$ cat config.mk
export PLATFORM = sky130hd
export DESIGN_NAME = tsfc_top
export DESIGN_NICKNAME = d
export VERILOG_FILES = /design/src/hw/tsfc_top.v
export VERILOG_INCLUDE_DIRS = /design/src /design/src/hw
export SDC_FILE = /design/constraint.sdc
export NUM_CORES = 1
export LEC_CHECK = 0
export CAP_MARGIN = 20
export CORE_MARGIN = 5
export CORE_UTILIZATION = 41
export CTS_CLUSTER_SIZE = 40
export DETAILED_ROUTE_END_ITERATION = 7
export DONT_BUFFER_PORTS = 1
export GPL_TIMING_DRIVEN = 0
export PLACE_DENSITY = 0.56
export SYNTH_ARGS = -nofsm -noshare
export SYNTH_HDL_FRONTEND = slang
export SYNTH_SLANG_ARGS = --single-unit
$ cat constraint.sdc
create_clock -name clk_i -period 4.7 [get_ports clk_i]
set_input_delay 0.705 -clock clk_i [delete_from_list [all_inputs] [get_ports clk_i]]
set_output_delay 0.705 -clock clk_i [all_outputs]
set_load 0.05 [all_outputs]
$ cat src/hw/tsfc_regs.vh
`ifndef TSFC_REGS_VH
`define TSFC_REGS_VH
// ----------------------------------------------------------------
// register word addresses (byte address = index * 4)
// ----------------------------------------------------------------
`define TSFC_ADR_FUNC      4'h0
`define TSFC_ADR_PRIO_LO   4'h1
`define TSFC_ADR_PRIO_HI   4'h2
`define TSFC_ADR_ERR_STAT  4'h3
`define TSFC_ADR_POS       4'h4
`define TSFC_ADR_STATUS    4'h5
`define TSFC_ADR_IRQ_STAT  4'h6
`define TSFC_ADR_IRQ_MASK  4'h7
// ----------------------------------------------------------------
// function control setting fields
// ----------------------------------------------------------------
`define TSFC_FC_SIM        0
`define TSFC_FC_EVAL       1
`define TSFC_FC_TBASE      2
`define TSFC_FC_CHG        3
`define TSFC_FC_OUTSEL     4
`define TSFC_FC_DYN        5
`define TSFC_FC_RESET      8'h00
// ----------------------------------------------------------------
// priority codes, two bits per error
// ----------------------------------------------------------------
`define TSFC_PRI_MASKED    2'h0
`define TSFC_PRI_MINOR     2'h1
`define TSFC_PRI_MAJOR     2'h2
// ----------------------------------------------------------------
// position field limits
// ----------------------------------------------------------------
`define TSFC_LAT_DEG_MAX   8'h89
`define TSFC_LON_DEG_MAX   12'h179
`define TSFC_MIN_MAX       8'h59
// ----------------------------------------------------------------
// timing
// ----------------------------------------------------------------
`define TSFC_CLK_HZ        100000000
`define TSFC_SIM_HOURS     4
`define TSFC_PULSE_LONG_MS 980
`define TSFC_PULSE_SHORT_MS 20
`define TSFC_MS_CYCLES     (`TSFC_CLK_HZ / 1000)
`endif

$ cat src/hw/tsfc_top.v
// The implementer's own choices: the placing of the registers and the Wishbone slave port.
`timescale 1ns/100ps
`include "tsfc_regs.vh"

module tsfc_top #(
  parameter [63:0] SIM_CYCLES = 64'd1440000000000,
  parameter [31:0] MS_CYCLES  = `TSFC_MS_CYCLES,
  parameter        MULTI_SRC  = 1'b1
) (
  // clock and synchronous reset
  input  wire        clk_i,
  input  wire        rst_i,

  // classic wishbone register slave
  input  wire        wb_cyc_i,
  input  wire        wb_stb_i,
  input  wire        wb_we_i,
  input  wire [5:0]  wb_adr_i,
  input  wire [3:0]  wb_sel_i,
  input  wire [31:0] wb_dat_i,
  output reg  [31:0] wb_dat_o,
  output reg         wb_ack_o,
  output wire        irq_o,

  // far side levels, asynchronous to clk_i
  input  wire        pps_i,
  input  wire [15:0] err_i,
  input  wire        free_running_oscillator_mode_i,
  input  wire        src_synced_i,
  input  wire        multi_src_i,

  // decoded controls, all registered
  output reg         front_connector_o,
  output reg         auto_changeover_o,
  output reg         tbase_utc_o,
  output reg         use_string_status_o,
  output reg         radio_sync_o,
  output reg         sim_active_o,
  output reg         err_flag_o
);

  // ----------------------------------------------------------------
  // input synchronisers
  // ----------------------------------------------------------------
  reg  [17:0] sync1_r;
  reg  [17:0] sync2_r;
  wire [15:0] err_s    = sync2_r[15:0];
  wire        pps_s    = sync2_r[16];
  wire        osc_s    = sync2_r[17];
  reg  [1:0]  ms_sync1_r;
  reg  [1:0]  ms_sync2_r;
  wire        synced_s = ms_sync2_r[0];
  wire        multi_s  = ms_sync2_r[1];
  // every far side input is a level or a slow pulse, so plain two flop
  // synchronisers suffice; the pulse output lags the pin by three cycles

  always @(posedge clk_i)
  begin
    sync1_r    <= {free_running_oscillator_mode_i, pps_i, err_i};
    sync2_r    <= sync1_r;
    ms_sync1_r <= {multi_src_i, src_synced_i};
    ms_sync2_r <= ms_sync1_r;
  end

  // ----------------------------------------------------------------
  // registers
  // ----------------------------------------------------------------
  // software visible state
  reg  [7:0]  func_r;
  reg  [31:0] prio_r;
  reg  [32:0] pos_r;
  reg         pos_err_r;
  reg  [3:0]  irq_stat_r;
  reg  [3:0]  irq_mask_r;
  // radio status simulation
  reg         sim_r;
  reg         sim_hold_r;
  reg  [63:0] sim_cnt_r;
  // one second pattern timebase
  reg  [31:0] ms_cnt_r;
  reg  [9:0]  ms_in_s_r;
  // previous values for the rise detectors
  reg         err_any_d_r;
  reg         major_d_r;
  reg         sim_d_r;

  wire        acc   = wb_cyc_i & wb_stb_i & ~wb_ack_o;
  wire        wr    = acc & wb_we_i;
  wire        rd    = acc & ~wb_we_i;
  wire [3:0]  idx   = wb_adr_i[5:2];

  // position word: [31] north/south, [30:23] latitude degrees bcd,
  // [22:15] latitude minutes bcd, [14:3] longitude degrees bcd, [2:0] spare
  // limitation: longitude sign and minutes have no room in this word
  wire [7:0]  lat_deg = wb_dat_i[30:23];
  wire [7:0]  lat_min = wb_dat_i[22:15];
  wire [11:0] lon_deg = wb_dat_i[14:3];
  // each nibble must be a decimal digit, else 8'h4A would pass under 8'h59
  wire        bcd_ok  = (lat_deg[7:4] <= 4'h9) && (lat_deg[3:0] <= 4'h9)
                        && (lat_min[7:4] <= 4'h9) && (lat_min[3:0] <= 4'h9)
                        && (lon_deg[11:8] <= 4'h9) && (lon_deg[7:4] <= 4'h9)
                        && (lon_deg[3:0] <= 4'h9);
  wire        pos_ok  = bcd_ok && (lat_deg <= `TSFC_LAT_DEG_MAX) && (lat_min <= `TSFC_MIN_MAX)
                        && (lon_deg <= `TSFC_LON_DEG_MAX);
  // only a full word write is taken, a partial one would mix old and new fields
  wire        pos_wr     = wr && (idx == `TSFC_ADR_POS);
  wire        pos_refuse = pos_wr && !(pos_ok && (wb_sel_i == 4'hF));

  // ----------------------------------------------------------------
  // error aggregation
  // ----------------------------------------------------------------
  reg  [15:0] minor_v;
  reg  [15:0] major_v;
  integer     i;
  always @*
  begin
    minor_v = 16'h0000;
    major_v = 16'h0000;
    for (i = 0; i < 16; i = i + 1)
    begin
      minor_v[i] = err_s[i] & (prio_r[2*i +: 2] == `TSFC_PRI_MINOR);
      major_v[i] = err_s[i] & (prio_r[2*i +: 2] == `TSFC_PRI_MAJOR);
    end
  end
  // priority code 3 is unused and, like 0, keeps the error out
  // of the common message
  wire err_any = |minor_v | |major_v;
  wire err_maj = |major_v;

  // ----------------------------------------------------------------
  // bus slave and control state
  // ----------------------------------------------------------------
  wire sim_end = osc_s ? 1'b0 : (sim_cnt_r >= SIM_CYCLES - 64'd1);
  // event bits: 3 position refused, 2 simulation start,
  // 1 major error rises, 0 any unmasked error rises
  // the refusal is taken from the write itself, not from the stored flag,
  // so the very first refused entry already raises its event
  wire [3:0] ev = {pos_refuse,
                   sim_r & ~sim_d_r,
                   err_maj & ~major_d_r,
                   err_any & ~err_any_d_r};

  always @(posedge clk_i)
  begin
    if (rst_i)
    begin
      func_r      <= `TSFC_FC_RESET;
      prio_r      <= 32'h0000_0000;
      pos_r       <= 33'h0_0000_0000;
      pos_err_r   <= 1'b0;
      irq_mask_r  <= 4'h0;
      sim_r       <= 1'b0;
      sim_hold_r  <= 1'b0;
      sim_cnt_r   <= 64'h0;
      wb_ack_o    <= 1'b0;
      err_any_d_r <= 1'b0;
      major_d_r   <= 1'b0;
      sim_d_r     <= 1'b0;
    end
    else
    begin
      wb_ack_o    <= acc;
      err_any_d_r <= err_any;
      major_d_r   <= err_maj;
      sim_d_r     <= sim_r;
      if (sim_r && !sim_hold_r)
      begin
        // 64 bits cover four hours at 100 MHz with a wide margin;
        // the counter stops at the limit so it can never wrap
        // once the window lapses in oscillator mode the status stays until reset
        if (sim_end)
        begin
          sim_r <= 1'b0;
        end
        else
        begin
          sim_cnt_r <= sim_cnt_r + 64'd1;
        end
        if (osc_s && sim_cnt_r >= SIM_CYCLES - 64'd1)
        begin
          sim_hold_r <= 1'b1;
        end
      end
      if (wr)
      begin
        case (idx)
          `TSFC_ADR_FUNC:
          begin
            if (wb_sel_i[0])
            begin
              func_r <= wb_dat_i[7:0];
              // only a 0 to 1 write starts the window, rewriting 1 leaves
              // the running count alone
              if (wb_dat_i[`TSFC_FC_SIM] && !func_r[`TSFC_FC_SIM])
              begin
                sim_r     <= 1'b1;
                sim_cnt_r <= 64'h0;
              end
              if (!wb_dat_i[`TSFC_FC_SIM] && !sim_hold_r)
              begin
                sim_r <= 1'b0;
              end
            end
          end
          // a group left unselected keeps its old priorities
          `TSFC_ADR_PRIO_LO:
          begin
            if (wb_sel_i[0]) prio_r[7:0]   <= wb_dat_i[7:0];
            if (wb_sel_i[1]) prio_r[15:8]  <= wb_dat_i[15:8];
          end
          `TSFC_ADR_PRIO_HI:
          begin
            if (wb_sel_i[0]) prio_r[23:16] <= wb_dat_i[7:0];
            if (wb_sel_i[1]) prio_r[31:24] <= wb_dat_i[15:8];
          end
          `TSFC_ADR_POS:
          begin
            // out of range entries are refused and flagged
            if (pos_ok && wb_sel_i == 4'hF)
            begin
              pos_r     <= {wb_dat_i[31:0], 1'b0};
              pos_err_r <= 1'b0;
            end
            else
            begin
              pos_err_r <= 1'b1;
            end
          end
          `TSFC_ADR_IRQ_MASK:
          begin
            if (wb_sel_i[0]) irq_mask_r <= wb_dat_i[3:0];
          end
          default:
          begin
          end
        endcase
      end
    end
  end

  // ----------------------------------------------------------------
  // interrupt status, cleared by reading it
  // ----------------------------------------------------------------
  // set wins over the read clear, so an event in the clearing cycle is kept
  always @(posedge clk_i)
  begin
    if (rst_i)
    begin
      irq_stat_r <= 4'h0;
    end
    else if (rd && idx == `TSFC_ADR_IRQ_STAT)
    begin
      irq_stat_r <= ev;
    end
    else
    begin
      irq_stat_r <= irq_stat_r | ev;
    end
  end

  // ----------------------------------------------------------------
  // read data
  // ----------------------------------------------------------------
  // data is registered together with the ack and then held until the
  // next read, so a slow master can still pick it up late;
  // unmapped indices read as zero
  always @(posedge clk_i)
  begin
    if (rst_i)
    begin
      wb_dat_o <= 32'h0000_0000;
    end
    else if (rd)
    begin
      case (idx)
        `TSFC_ADR_FUNC:     wb_dat_o <= {24'h000000, func_r};
        `TSFC_ADR_PRIO_LO:  wb_dat_o <= {16'h0000, prio_r[15:0]};
        `TSFC_ADR_PRIO_HI:  wb_dat_o <= {16'h0000, prio_r[31:16]};
        `TSFC_ADR_ERR_STAT: wb_dat_o <= {major_v, minor_v};
        `TSFC_ADR_POS:      wb_dat_o <= pos_r[32:1];
        `TSFC_ADR_STATUS:   wb_dat_o <= {26'h0, pos_err_r, sim_hold_r, sim_r, radio_sync_o, err_maj, err_any};
        `TSFC_ADR_IRQ_STAT: wb_dat_o <= {28'h0, irq_stat_r};
        `TSFC_ADR_IRQ_MASK: wb_dat_o <= {28'h0, irq_mask_r};
        default:            wb_dat_o <= 32'h0000_0000;
      endcase
    end
  end

  assign irq_o = |(irq_stat_r & irq_mask_r);

  // ----------------------------------------------------------------
  // dynamic error pattern timebase, one second period
  // ----------------------------------------------------------------
  always @(posedge clk_i)
  begin
    if (rst_i)
    begin
      ms_cnt_r  <= 32'h0;
      ms_in_s_r <= 10'h000;
    end
    else if (ms_cnt_r >= MS_CYCLES - 32'd1)
    begin
      ms_cnt_r  <= 32'h0;
      ms_in_s_r <= (ms_in_s_r >= 10'd999) ? 10'h000 : ms_in_s_r + 10'd1;
    end
    else
    begin
      ms_cnt_r <= ms_cnt_r + 32'd1;
    end
  end

  // the pattern runs free from reset and is not aligned to the pulse
  // input; a receiver only needs the duty ratio, not the phase
  wire long_hi  = ms_in_s_r < `TSFC_PULSE_LONG_MS;  // 980 high, 20 low
  wire short_hi = ms_in_s_r < `TSFC_PULSE_SHORT_MS; // 20 high, 980 low
  // major outranks minor; static output is high while any unmasked error stands
  reg  cerr_level;
  always @*
  begin
    if (func_r[`TSFC_FC_DYN])
      cerr_level = err_maj ? 1'b0 : (err_any ? short_hi : long_hi);
    else
      cerr_level = err_any;
  end

  // ----------------------------------------------------------------
  // decoded outputs
  // ----------------------------------------------------------------
  always @(posedge clk_i)
  begin
    if (rst_i)
    begin
      front_connector_o   <= 1'b0;
      auto_changeover_o   <= 1'b1;
      tbase_utc_o         <= 1'b0;
      use_string_status_o <= 1'b1;
      radio_sync_o        <= 1'b0;
      sim_active_o        <= 1'b0;
      err_flag_o          <= 1'b0;
    end
    else
    begin
      // every control follows the setting one cycle after the write
      front_connector_o   <= func_r[`TSFC_FC_OUTSEL] ? cerr_level : pps_s;
      // single source systems always switch automatically
      auto_changeover_o   <= ~(MULTI_SRC & multi_s & func_r[`TSFC_FC_CHG]);
      tbase_utc_o         <= func_r[`TSFC_FC_EVAL] & func_r[`TSFC_FC_TBASE];
      use_string_status_o <= ~func_r[`TSFC_FC_EVAL];
      radio_sync_o        <= synced_s | sim_r;
      sim_active_o        <= sim_r;
      err_flag_o          <= err_any;
    end
  end

endmodule // tsfc_top

* After elaboration in Yosys (flattened, before gate mapping)
Index checks and enable logic that the tools add are counted.
** Cells by class
- Add/subtract/negate cells :: 3
- $lt $le $gt $ge :: 15
- Equality and inequality tests :: 40
- Multiplexer cells :: 22
- Bitwise operators :: 52
- Reduce and logical (&&, ||, !) cells :: 35
** Operators with widths (count)
- 2-to-1 mux 64 bit :: 6
- one-hot mux 32 bit (8 select lines) :: 1
- adder 64 x 1 -> 64 bit (second input constant) :: 1
- greater-or-equal comparator 64 x 41 -> 1 bit (second input constant) :: 1
- AND 1 bit :: 41
- adder 32 x 1 -> 32 bit (second input constant) :: 1
- == test 2 x 1 -> 1 bit (second input constant) :: 16
- == test 2 bit (second input constant) :: 16
- greater-or-equal comparator 32 x 17 -> 1 bit (second input constant) :: 1
- OR reduction 16 bit :: 2
- <= comparator 4 bit (second input constant) :: 7
- AND reduction 3 bit :: 7
- logical AND 1 bit :: 17
- == test 4 x 3 -> 1 bit (second input constant) :: 4
- 2-to-1 mux 1 bit :: 13
- <= comparator 12 x 9 -> 1 bit (second input constant) :: 1
- adder 10 x 1 -> 10 bit (second input constant) :: 1
- greater-or-equal comparator 10 bit (second input constant) :: 1
- < comparator 10 bit (second input constant) :: 1
- < comparator 10 x 5 -> 1 bit (second input constant) :: 1
- 2-to-1 mux 10 bit :: 1
- == test 4 x 2 -> 1 bit (second input constant) :: 2
- <= comparator 8 x 7 -> 1 bit (second input constant) :: 1
- <= comparator 8 bit (second input constant) :: 1
- other kinds (12) :: 23
** Storage, ports and cells
- Register bits :: 270
- Input port bits :: 67
- Output and inout bits :: 41

* Logic depth before layout (Yosys ltp)
Gate-level depths: netlist (run 1).
- Depth after elaboration :: 15
- Depth in mapped cells :: 11
- Gate-level depth less buffers :: 8

* Least setup slack after synthesis (run 1)
No wires, ideal clock.
- Path type :: input to register
- Start :: in wb_cyc_i
- End :: reg sim_cnt_r[0]
- Arrival :: 2.489 ns
- Data required time :: 4.572 ns
- Path slack :: 2.083 ns
- Cell stages on the path :: 9
- Path buffers :: 4
- Cells stage by stage :: and4b_1 -> clkbuf_1 -> nand4_1 -> clkbuf_1 -> nor2_1 -> a21o_1 -> clkbuf_1 -> clkbuf_1 -> nor2_1
** Between the ends
- Word-level cells in the longest chain between the ends :: 4
** RTL lines
- start, declared :: line tsfc_top.v:15 : input wire wb_cyc_i,
- AND 1 bit (2 in series) :: line tsfc_top.v:87 : wire acc = wb_cyc_i & wb_stb_i & ~wb_ack_o;
- AND 1 bit :: line tsfc_top.v:88 : wire wr = acc & wb_we_i;
- 2-to-1 mux 64 bit :: line tsfc_top.v:184 : if (wr)
- end signal, assigned :: line tsfc_top.v:177 : sim_cnt_r <= sim_cnt_r + 64'd1;
- end, declared :: line tsfc_top.v:78 : reg [63:0] sim_cnt_r;
Every way passes these cells.
A chain may end at the register's enable or synchronous reset.

* Worst setup path in the final report (run 1)
- Start :: reg wb_ack_o
- End :: reg sim_cnt_r[0]
** Between the ends
- Word-level cells in the longest chain between the ends :: 4
** RTL lines
- start, declared :: line tsfc_top.v:22 : output reg wb_ack_o,
- start signal, assigned :: line tsfc_top.v:155 : wb_ack_o <= 1'b0;
- start signal, assigned :: line tsfc_top.v:162 : wb_ack_o <= acc;
- NOT 1 bit :: line tsfc_top.v:87
- AND 1 bit :: line tsfc_top.v:87
- AND 1 bit :: line tsfc_top.v:88
- 2-to-1 mux 64 bit :: line tsfc_top.v:184
Every way passes these cells.

==> out/qor.yml, run 1 <==
status: "finished, final reports clean"
required_ps: 5120
drt-total-wl_um: 33400
num_vias: 9704
synthTopCellsByArea: "dfxtp_1 (49%), nor2_1 (5.4%), nand2_1 (5.1%), mux2i_1 (4.6%), a21oi_1 (4.4%)"
synth-warning-count: 0
fin_skew_ps: 14.1
detail_route.first_pass.iterations: 5
max_slew_margin_pct: 31.0
cts_resized: 0
syn_area_per_cell_um2: 8.66
irDropWorstVdd_mv: 0.283
final_core_utilization_pct: 47.2
hold_violation_count_in_the_final_report: 0
endpoint_kind: "register"
antennaDiodeCount: 0
setup_viol_count_final: 0
hold_path.class: "in2reg"
path_clk_slew_ps: 60
post-synth-top-count-cell: "dfxtp_1"
reg2reg_slack_ps: 1200
cts_buffer_depth: 3
ys_seq_area_share_pct: 48.9
total_grt_usage_pct: 21.2
route.detailed.vias_per_inst: 5.74
design.final.nets: 1396
worst_hold_path.num_cells: 0
io_buffers: 0
worst-path-max-fanout: 10
whs_endpoint: "sync1_r[16]"
reg2reg_from: "wb_ack_o"
drt_first_iter_violations: 755
max_cap_viol_count: 0
ios: 108
ys.flop_type: "dfxtp_1"
post-cts-setup-buffer-count: 0
initial_core_util_pct: 41.4
critical_path.reg2reg.endpoint: "sim_cnt_r[0]"
tns_ps: 0
clock_buffers_created_by_tritoncts: 30
drc: 0
synth.top_cells.by_count: "dfxtp_1 (270), nor2_1 (158), nand2_1 (151), a21oi_1 (97), clkbuf_1 (61)"
setup.worst_path.class: "reg2reg"
timing.critical_path.arrival_ps: 3920
num-fill-cells: 2664
synth-async-reset-ratio_pct: 0
clkLatencyLatePin_ps: 550
yosysUniqueCellTypes: 61
detailedPlacementHpwl_um: 24300
post-synth-top-area-fraction_pct: 48.9
gp_congestion: 1.00
h-tree-depth: 1
die_w_um: 174
grt_max_degree: 15
reg2regPathDepth: 9
postRouteAntennaNets: 0
report.final.slew_viol_count: 0
areal_power_density_over_the_cells_nw_per_um2: 396
cts.sinks: 270
hold_start: "pps_i"
grt_antenna_before_repair: 0
sum_of_overflow_across_all_layers_after_global_routing: 0
area_grow_syn2layout_pct: 14.1
p_leak_nw: 4.67
post_synth_inst_count: 1278
maxClockFrequency_mhz: 285
tritoncts_clock_tree: "built"
ratio_of_cells_with_drive_above_1_in_the_final_layout_pct: 5.85
tightestPinTransition_ps: 1040
yosys.area.top_type: "dfxtp_1"
syn-cell-area_um2: 11100
clock_tree.root_cell: "clkbuf_16"
grt_setup_unrepaired: "no"
site_row_count: 60
finalWorstPathRequiredPeriod_ps: 3500
synth.ff_latch_count: 270
startpoint_class_of_the_critical_path: "register"
die_area_um2: 30400
grt_pass1_vias: 9043
grt_pass1_wl_um: 51700
cts_hold_buf: 0
die_y_um: 174
routedWlPerCell_um: 19.7
synth-edff-count: 0
design.core.area_um2: 26700
min_period_over_period_pct: 74.5
[layout by cell type, fill, tap and decap left out, drive strengths merged, types with 9 or more instances in the layout]
master  Yosys  routed
nand3      48      48
nor4       19      19
o31ai      13      13
or3        46      46
or4        22      22
nand2     151     151
a311oi     12      12
inv         9       9
and2       16      16
nand3b     21      21
a221oi     17      17
clkbuf     61     104
mux2i      51      51
nand4      32      32
nor2      158     158
xor2       14      14
xnor2       9       9
o211ai     10      10
conb        1      15
and3       19      19
nor3       29      29
a21oi      97      97
o21ai      58      58
a22oi      14      14
dfxtp     270     270
[kinds of logic (layout without fill, tap and decap cells)]
group	count (synthesis)	in the layout	share of synthesized area, %
flip-flops	270	270	48.9
multiplexers	52	52	4.72
AO/OA/AOI/OAI	255	255	14.3
AND/OR/NAND/NOR	598	598	27.2
XOR/XNOR	23	23	1.82
buffers and inverters	76	134	2.65
other	1	15	0.0339
adder cells (fa/ha/maj)	3	3	0.339
[worst max path at each step]
stage / startpoint / to / slack (ps) / cells past startpoint
2_1_floorplan: wb_cyc_i / sim_cnt_r[0] / 2080 / 9
3_3_place_gp: wb_cyc_i / sim_cnt_r[4] / 1120 / 9
6_report: wb_ack_o / sim_cnt_r[0] / 1200 / 9
3_5_place_dp: wb_cyc_i / sim_cnt_r[0] / 1090 / 9
4_1_cts: wb_ack_o / sim_cnt_r[4] / 1190 / 9
5_1_grt: sim_cnt_r[0] / sim_cnt_r[60] / 870 / 11
[through the flow]
step / std cells / total power (W) / cell area, um^2 / hold WS, ps / setup WS, ps
after floorplan: 1292 / 0.00253 / 11100 / 310 / 2080
after global placement: 1633 / 0.00258 / 11500 / 311 / 1120
after detailed placement: 1633 / 0.00258 / 11500 / 313 / 1090
after CTS: 1689 / 0.00505 / 12600 / 147 / 1190
after global routing: 1691 / 0.00517 / 12600 / 147 / 869
final: 1691 / 0.00499 / 12600 / 178 / 1200
[routing by layer]
metal  vias to the layer above  track usage (%)  part of all wire [%]
li1                       4695                -                     -
met1                      4639             27.1                    43
met2                       309             35.4                    47
met3                        61             4.37                   6.7
met4                         0             7.62                   3.3
met5                         -                0                     0
[flip-flops by register name (all words and copies together), names as in the netlist, 4 cells and up]
signal / flops
sync1_r: 18
sim_cnt_r: 64
ms_cnt_r: 32
wb_dat_o: 32
func_r: 8
prio_r: 32
irq_stat_r: 4
sync2_r: 18
pos_r: 32
irq_mask_r: 4
ms_in_s_r: 10
[area by class of cell]
type | count | area (um^2) | share of cell area (%)
Sequential cell | 270 | 5410 | 42.8
Multi-Input combinational cell | 946 | 5420 | 42.9
Clock inverter | 13 | 145 | 1.15
Inverter | 9 | 33.8 | 0.268
Tap cell | 341 | 427 | 3.38
Buffer | 67 | 259 | 2.05
Timing Repair Buffer | 2 | 10.0 | 0.0793
Clock buffer | 43 | 921 | 7.30
[report_power, final]
part	switching (W)	internal (W)	total, W
Sequential	0.0000757	0.00233	0.00241
Combinational	0.0000922	0.0000330	0.000125
Clock	0.000940	0.00152	0.00246
[critical path: stages (launching register included)]
cell and delay, ps:
dfxtp_1 480, and4b_1 380, clkbuf_1 230, nand4_1 120, clkbuf_1 380, nor2_1 300, a21o_1 420, clkbuf_1 480
clkbuf_1 470, nor2_1 100
Note: power is estimated with default switching activity, not from simulation.
==> inputs of run 2 (changes only) <==
clock period = 3.6 ns   (was 4.7 ns; I/O delays follow)
==> out/qor.yml, run 2 (same netlist as run 1, synthesis figures left out) <==
layout_commonest_cell: "dfxtp_1"
irDropWorstVdd_mv: 0.368  # +30%
antennaDiodeCount: 0  # unchanged
endpoint_kind: "register"
route.detailed.vias_per_inst: 5.70  # -0.70%
drt-total-wl_um: 33400  # about the same
total_grt_usage_pct: 21.3  # +0.097 points
maxClockFrequency_mhz: 302  # +5.7%
startpoint_class_of_the_critical_path: "register"
routedWlPerCell_um: 19.5  # -1.1%
postRouteAntennaNets: 0  # unchanged
status: "finished, final reports clean"
grt_setup_unrepaired: "no"
die_w_um: 174  # unchanged
die_area_um2: 30400  # unchanged
drt_first_iter_violations: 769  # +1.9%
largest_register_ffs: 64  # unchanged
post-cts-setup-buffer-count: 0  # unchanged
initial_core_util_pct: 41.4  # unchanged
hold_path.class: "in2reg"
sum_of_overflow_across_all_layers_after_global_routing: 0  # unchanged
io_buffers: 0  # unchanged
finalWorstPathRequiredPeriod_ps: 3320  # -188 ps
worst-path-max-fanout: 10  # unchanged
area_grow_syn2layout_pct: 15.9
setup.worst_path.class: "reg2reg"
detailedPlacementHpwl_um: 24300  # unchanged
setup_viol_count_final: 0  # unchanged
design.final.nets: 1416  # +1.4%
dpl_worst_slack_ps: 93.4  # -1000 ps
areal_power_density_over_the_cells_nw_per_um2: 510  # +29%
grt_antenna_before_repair: 0  # unchanged
mostFrequentLayoutCells: "dfxtp_1 (270), nor2_1 (158), nand2_1 (151)"
num_vias: 9750  # +0.47%
grt_pass1_wl_um: 52000  # +0.64%
hold_violation_count_in_the_final_report: 0  # unchanged
clkLatencyLatePin_ps: 550  # about the same
grt_pass1_vias: 9156  # +1.2%
tightestPinTransition_ps: 981  # -54.5 ps
cts_buffer_depth: 3  # unchanged
design.core.area_um2: 26700  # unchanged
ratio_of_cells_with_drive_above_1_in_the_final_layout_pct: 5.99  # +0.13 points
stdcell_area_um2: 12800  # +1.7%
ios: 108  # unchanged
report.final.slew_viol_count: 0  # unchanged
p_leak_nw: 4.76  # +1.9%
detail_route.first_pass.iterations: 5  # unchanged
site_row_count: 60  # unchanged
detailed_place.area_um2: 11500  # unchanged
timing.final.ws_setup_ps: 285  # -912 ps
h-tree-depth: 1  # unchanged
max_cap_viol_count: 0  # unchanged
cts.sinks: 270  # unchanged
clock_tree.root_cell: "clkbuf_16"
die_y_um: 174  # unchanged
tritoncts_clock_tree: "built"
fin_skew_ps: 13.0  # -1.12 ps
tns_ps: 0  # unchanged
gp_congestion: 1.00  # unchanged
top_register: "sim_cnt_r"
path_clk_slew_ps: 60  # about the same
timing.critical_path.arrival_ps: 3790  # -130 ps
required_ps: 4080  # -1040 ps
min_period_over_period_pct: 92.1  # +18 points
clock_buffers_created_by_tritoncts: 30  # unchanged
drc: 0  # unchanged
max_slew_margin_pct: 34.0  # +3.0 points
grt_max_degree: 15  # unchanged
[run 2: cell types whose count changed in the layout (fill, tap and decap cells not counted), sizes merged]
cell         before  now
dlygate4sd3       0   20
[run 2: worst paths after layout]
| path | end | start | slack, ps | depth (start not counted) |
|---|---|---|---|---|
| worst max-delay path | sim_cnt_r[60] | sim_cnt_r[37] | 280 | 9 |
| worst min-delay path | pos_r[21] | wb_dat_i[20] | 120 | 2 |
| worst max register to register | sim_cnt_r[60] | sim_cnt_r[37] | 280 | 9 |
| worst min register to register | sync2_r[4] | sync1_r[4] | 320 | 0 |
[run 2: what timing repair did]
item / CTS / global route
endpoints found under the hold margin: 20 / 0
endpoints found under the setup margin: 0 / 55
hold buffers: 20 / 0
gates resized for setup: 0 / 5
[run 2: worst max-delay path: stages (launching register included)]
cell,delay [ps]
dfxtp_1,370
or2_2,290
nor4_1,810
a211oi_2,260
or2_2,370
nand3_1,200
buf_2,330
buf_2,320
o21ai_0,150
a21oi_1,140
[run 2: cell type report]
type | instances | area, um^2
buffer | 67 | 262
clock buffer | 43 | 921
clock inverter | 13 | 145
fill | 2655 | 13900
inverter | 9 | 33.8
multi-input combinational | 946 | 5420
sequential | 270 | 5410
tap | 341 | 427
timing repair buffer | 22 | 210
[run 2: per-stage QoR]
stage	instances	hold WS (ps)	util [%]	total power (W)
6_report	1711	123	48.0	0.00654
5_1_grt	1711	112	48.0	0.00677
4_1_cts	1709	99.0	47.9	0.00661
3_5_place_dp	1633	313	43.2	0.00337
3_3_place_gp	1633	311	43.2	0.00337
2_1_floorplan	1292	310	-	0.00330
[run 2: layer usage]
metal	global-route usage, %	share of wire, %	vias up	routed length (um)
li1	-	-	4730	-
met1	27.2	43	4640	14400
met2	35.6	47	313	15600
met3	4.39	7.1	67	2360
met4	7.69	3.4	0	1130
met5	0	0	-	0
[run 2: power breakdown]
group / total [W] / switching [W] / internal [W]
combinational: 0.000181 / 0.000123 / 0.0000577
clock: 0.00321 / 0.00123 / 0.00198
sequential: 0.00314 / 0.0000991 / 0.00304
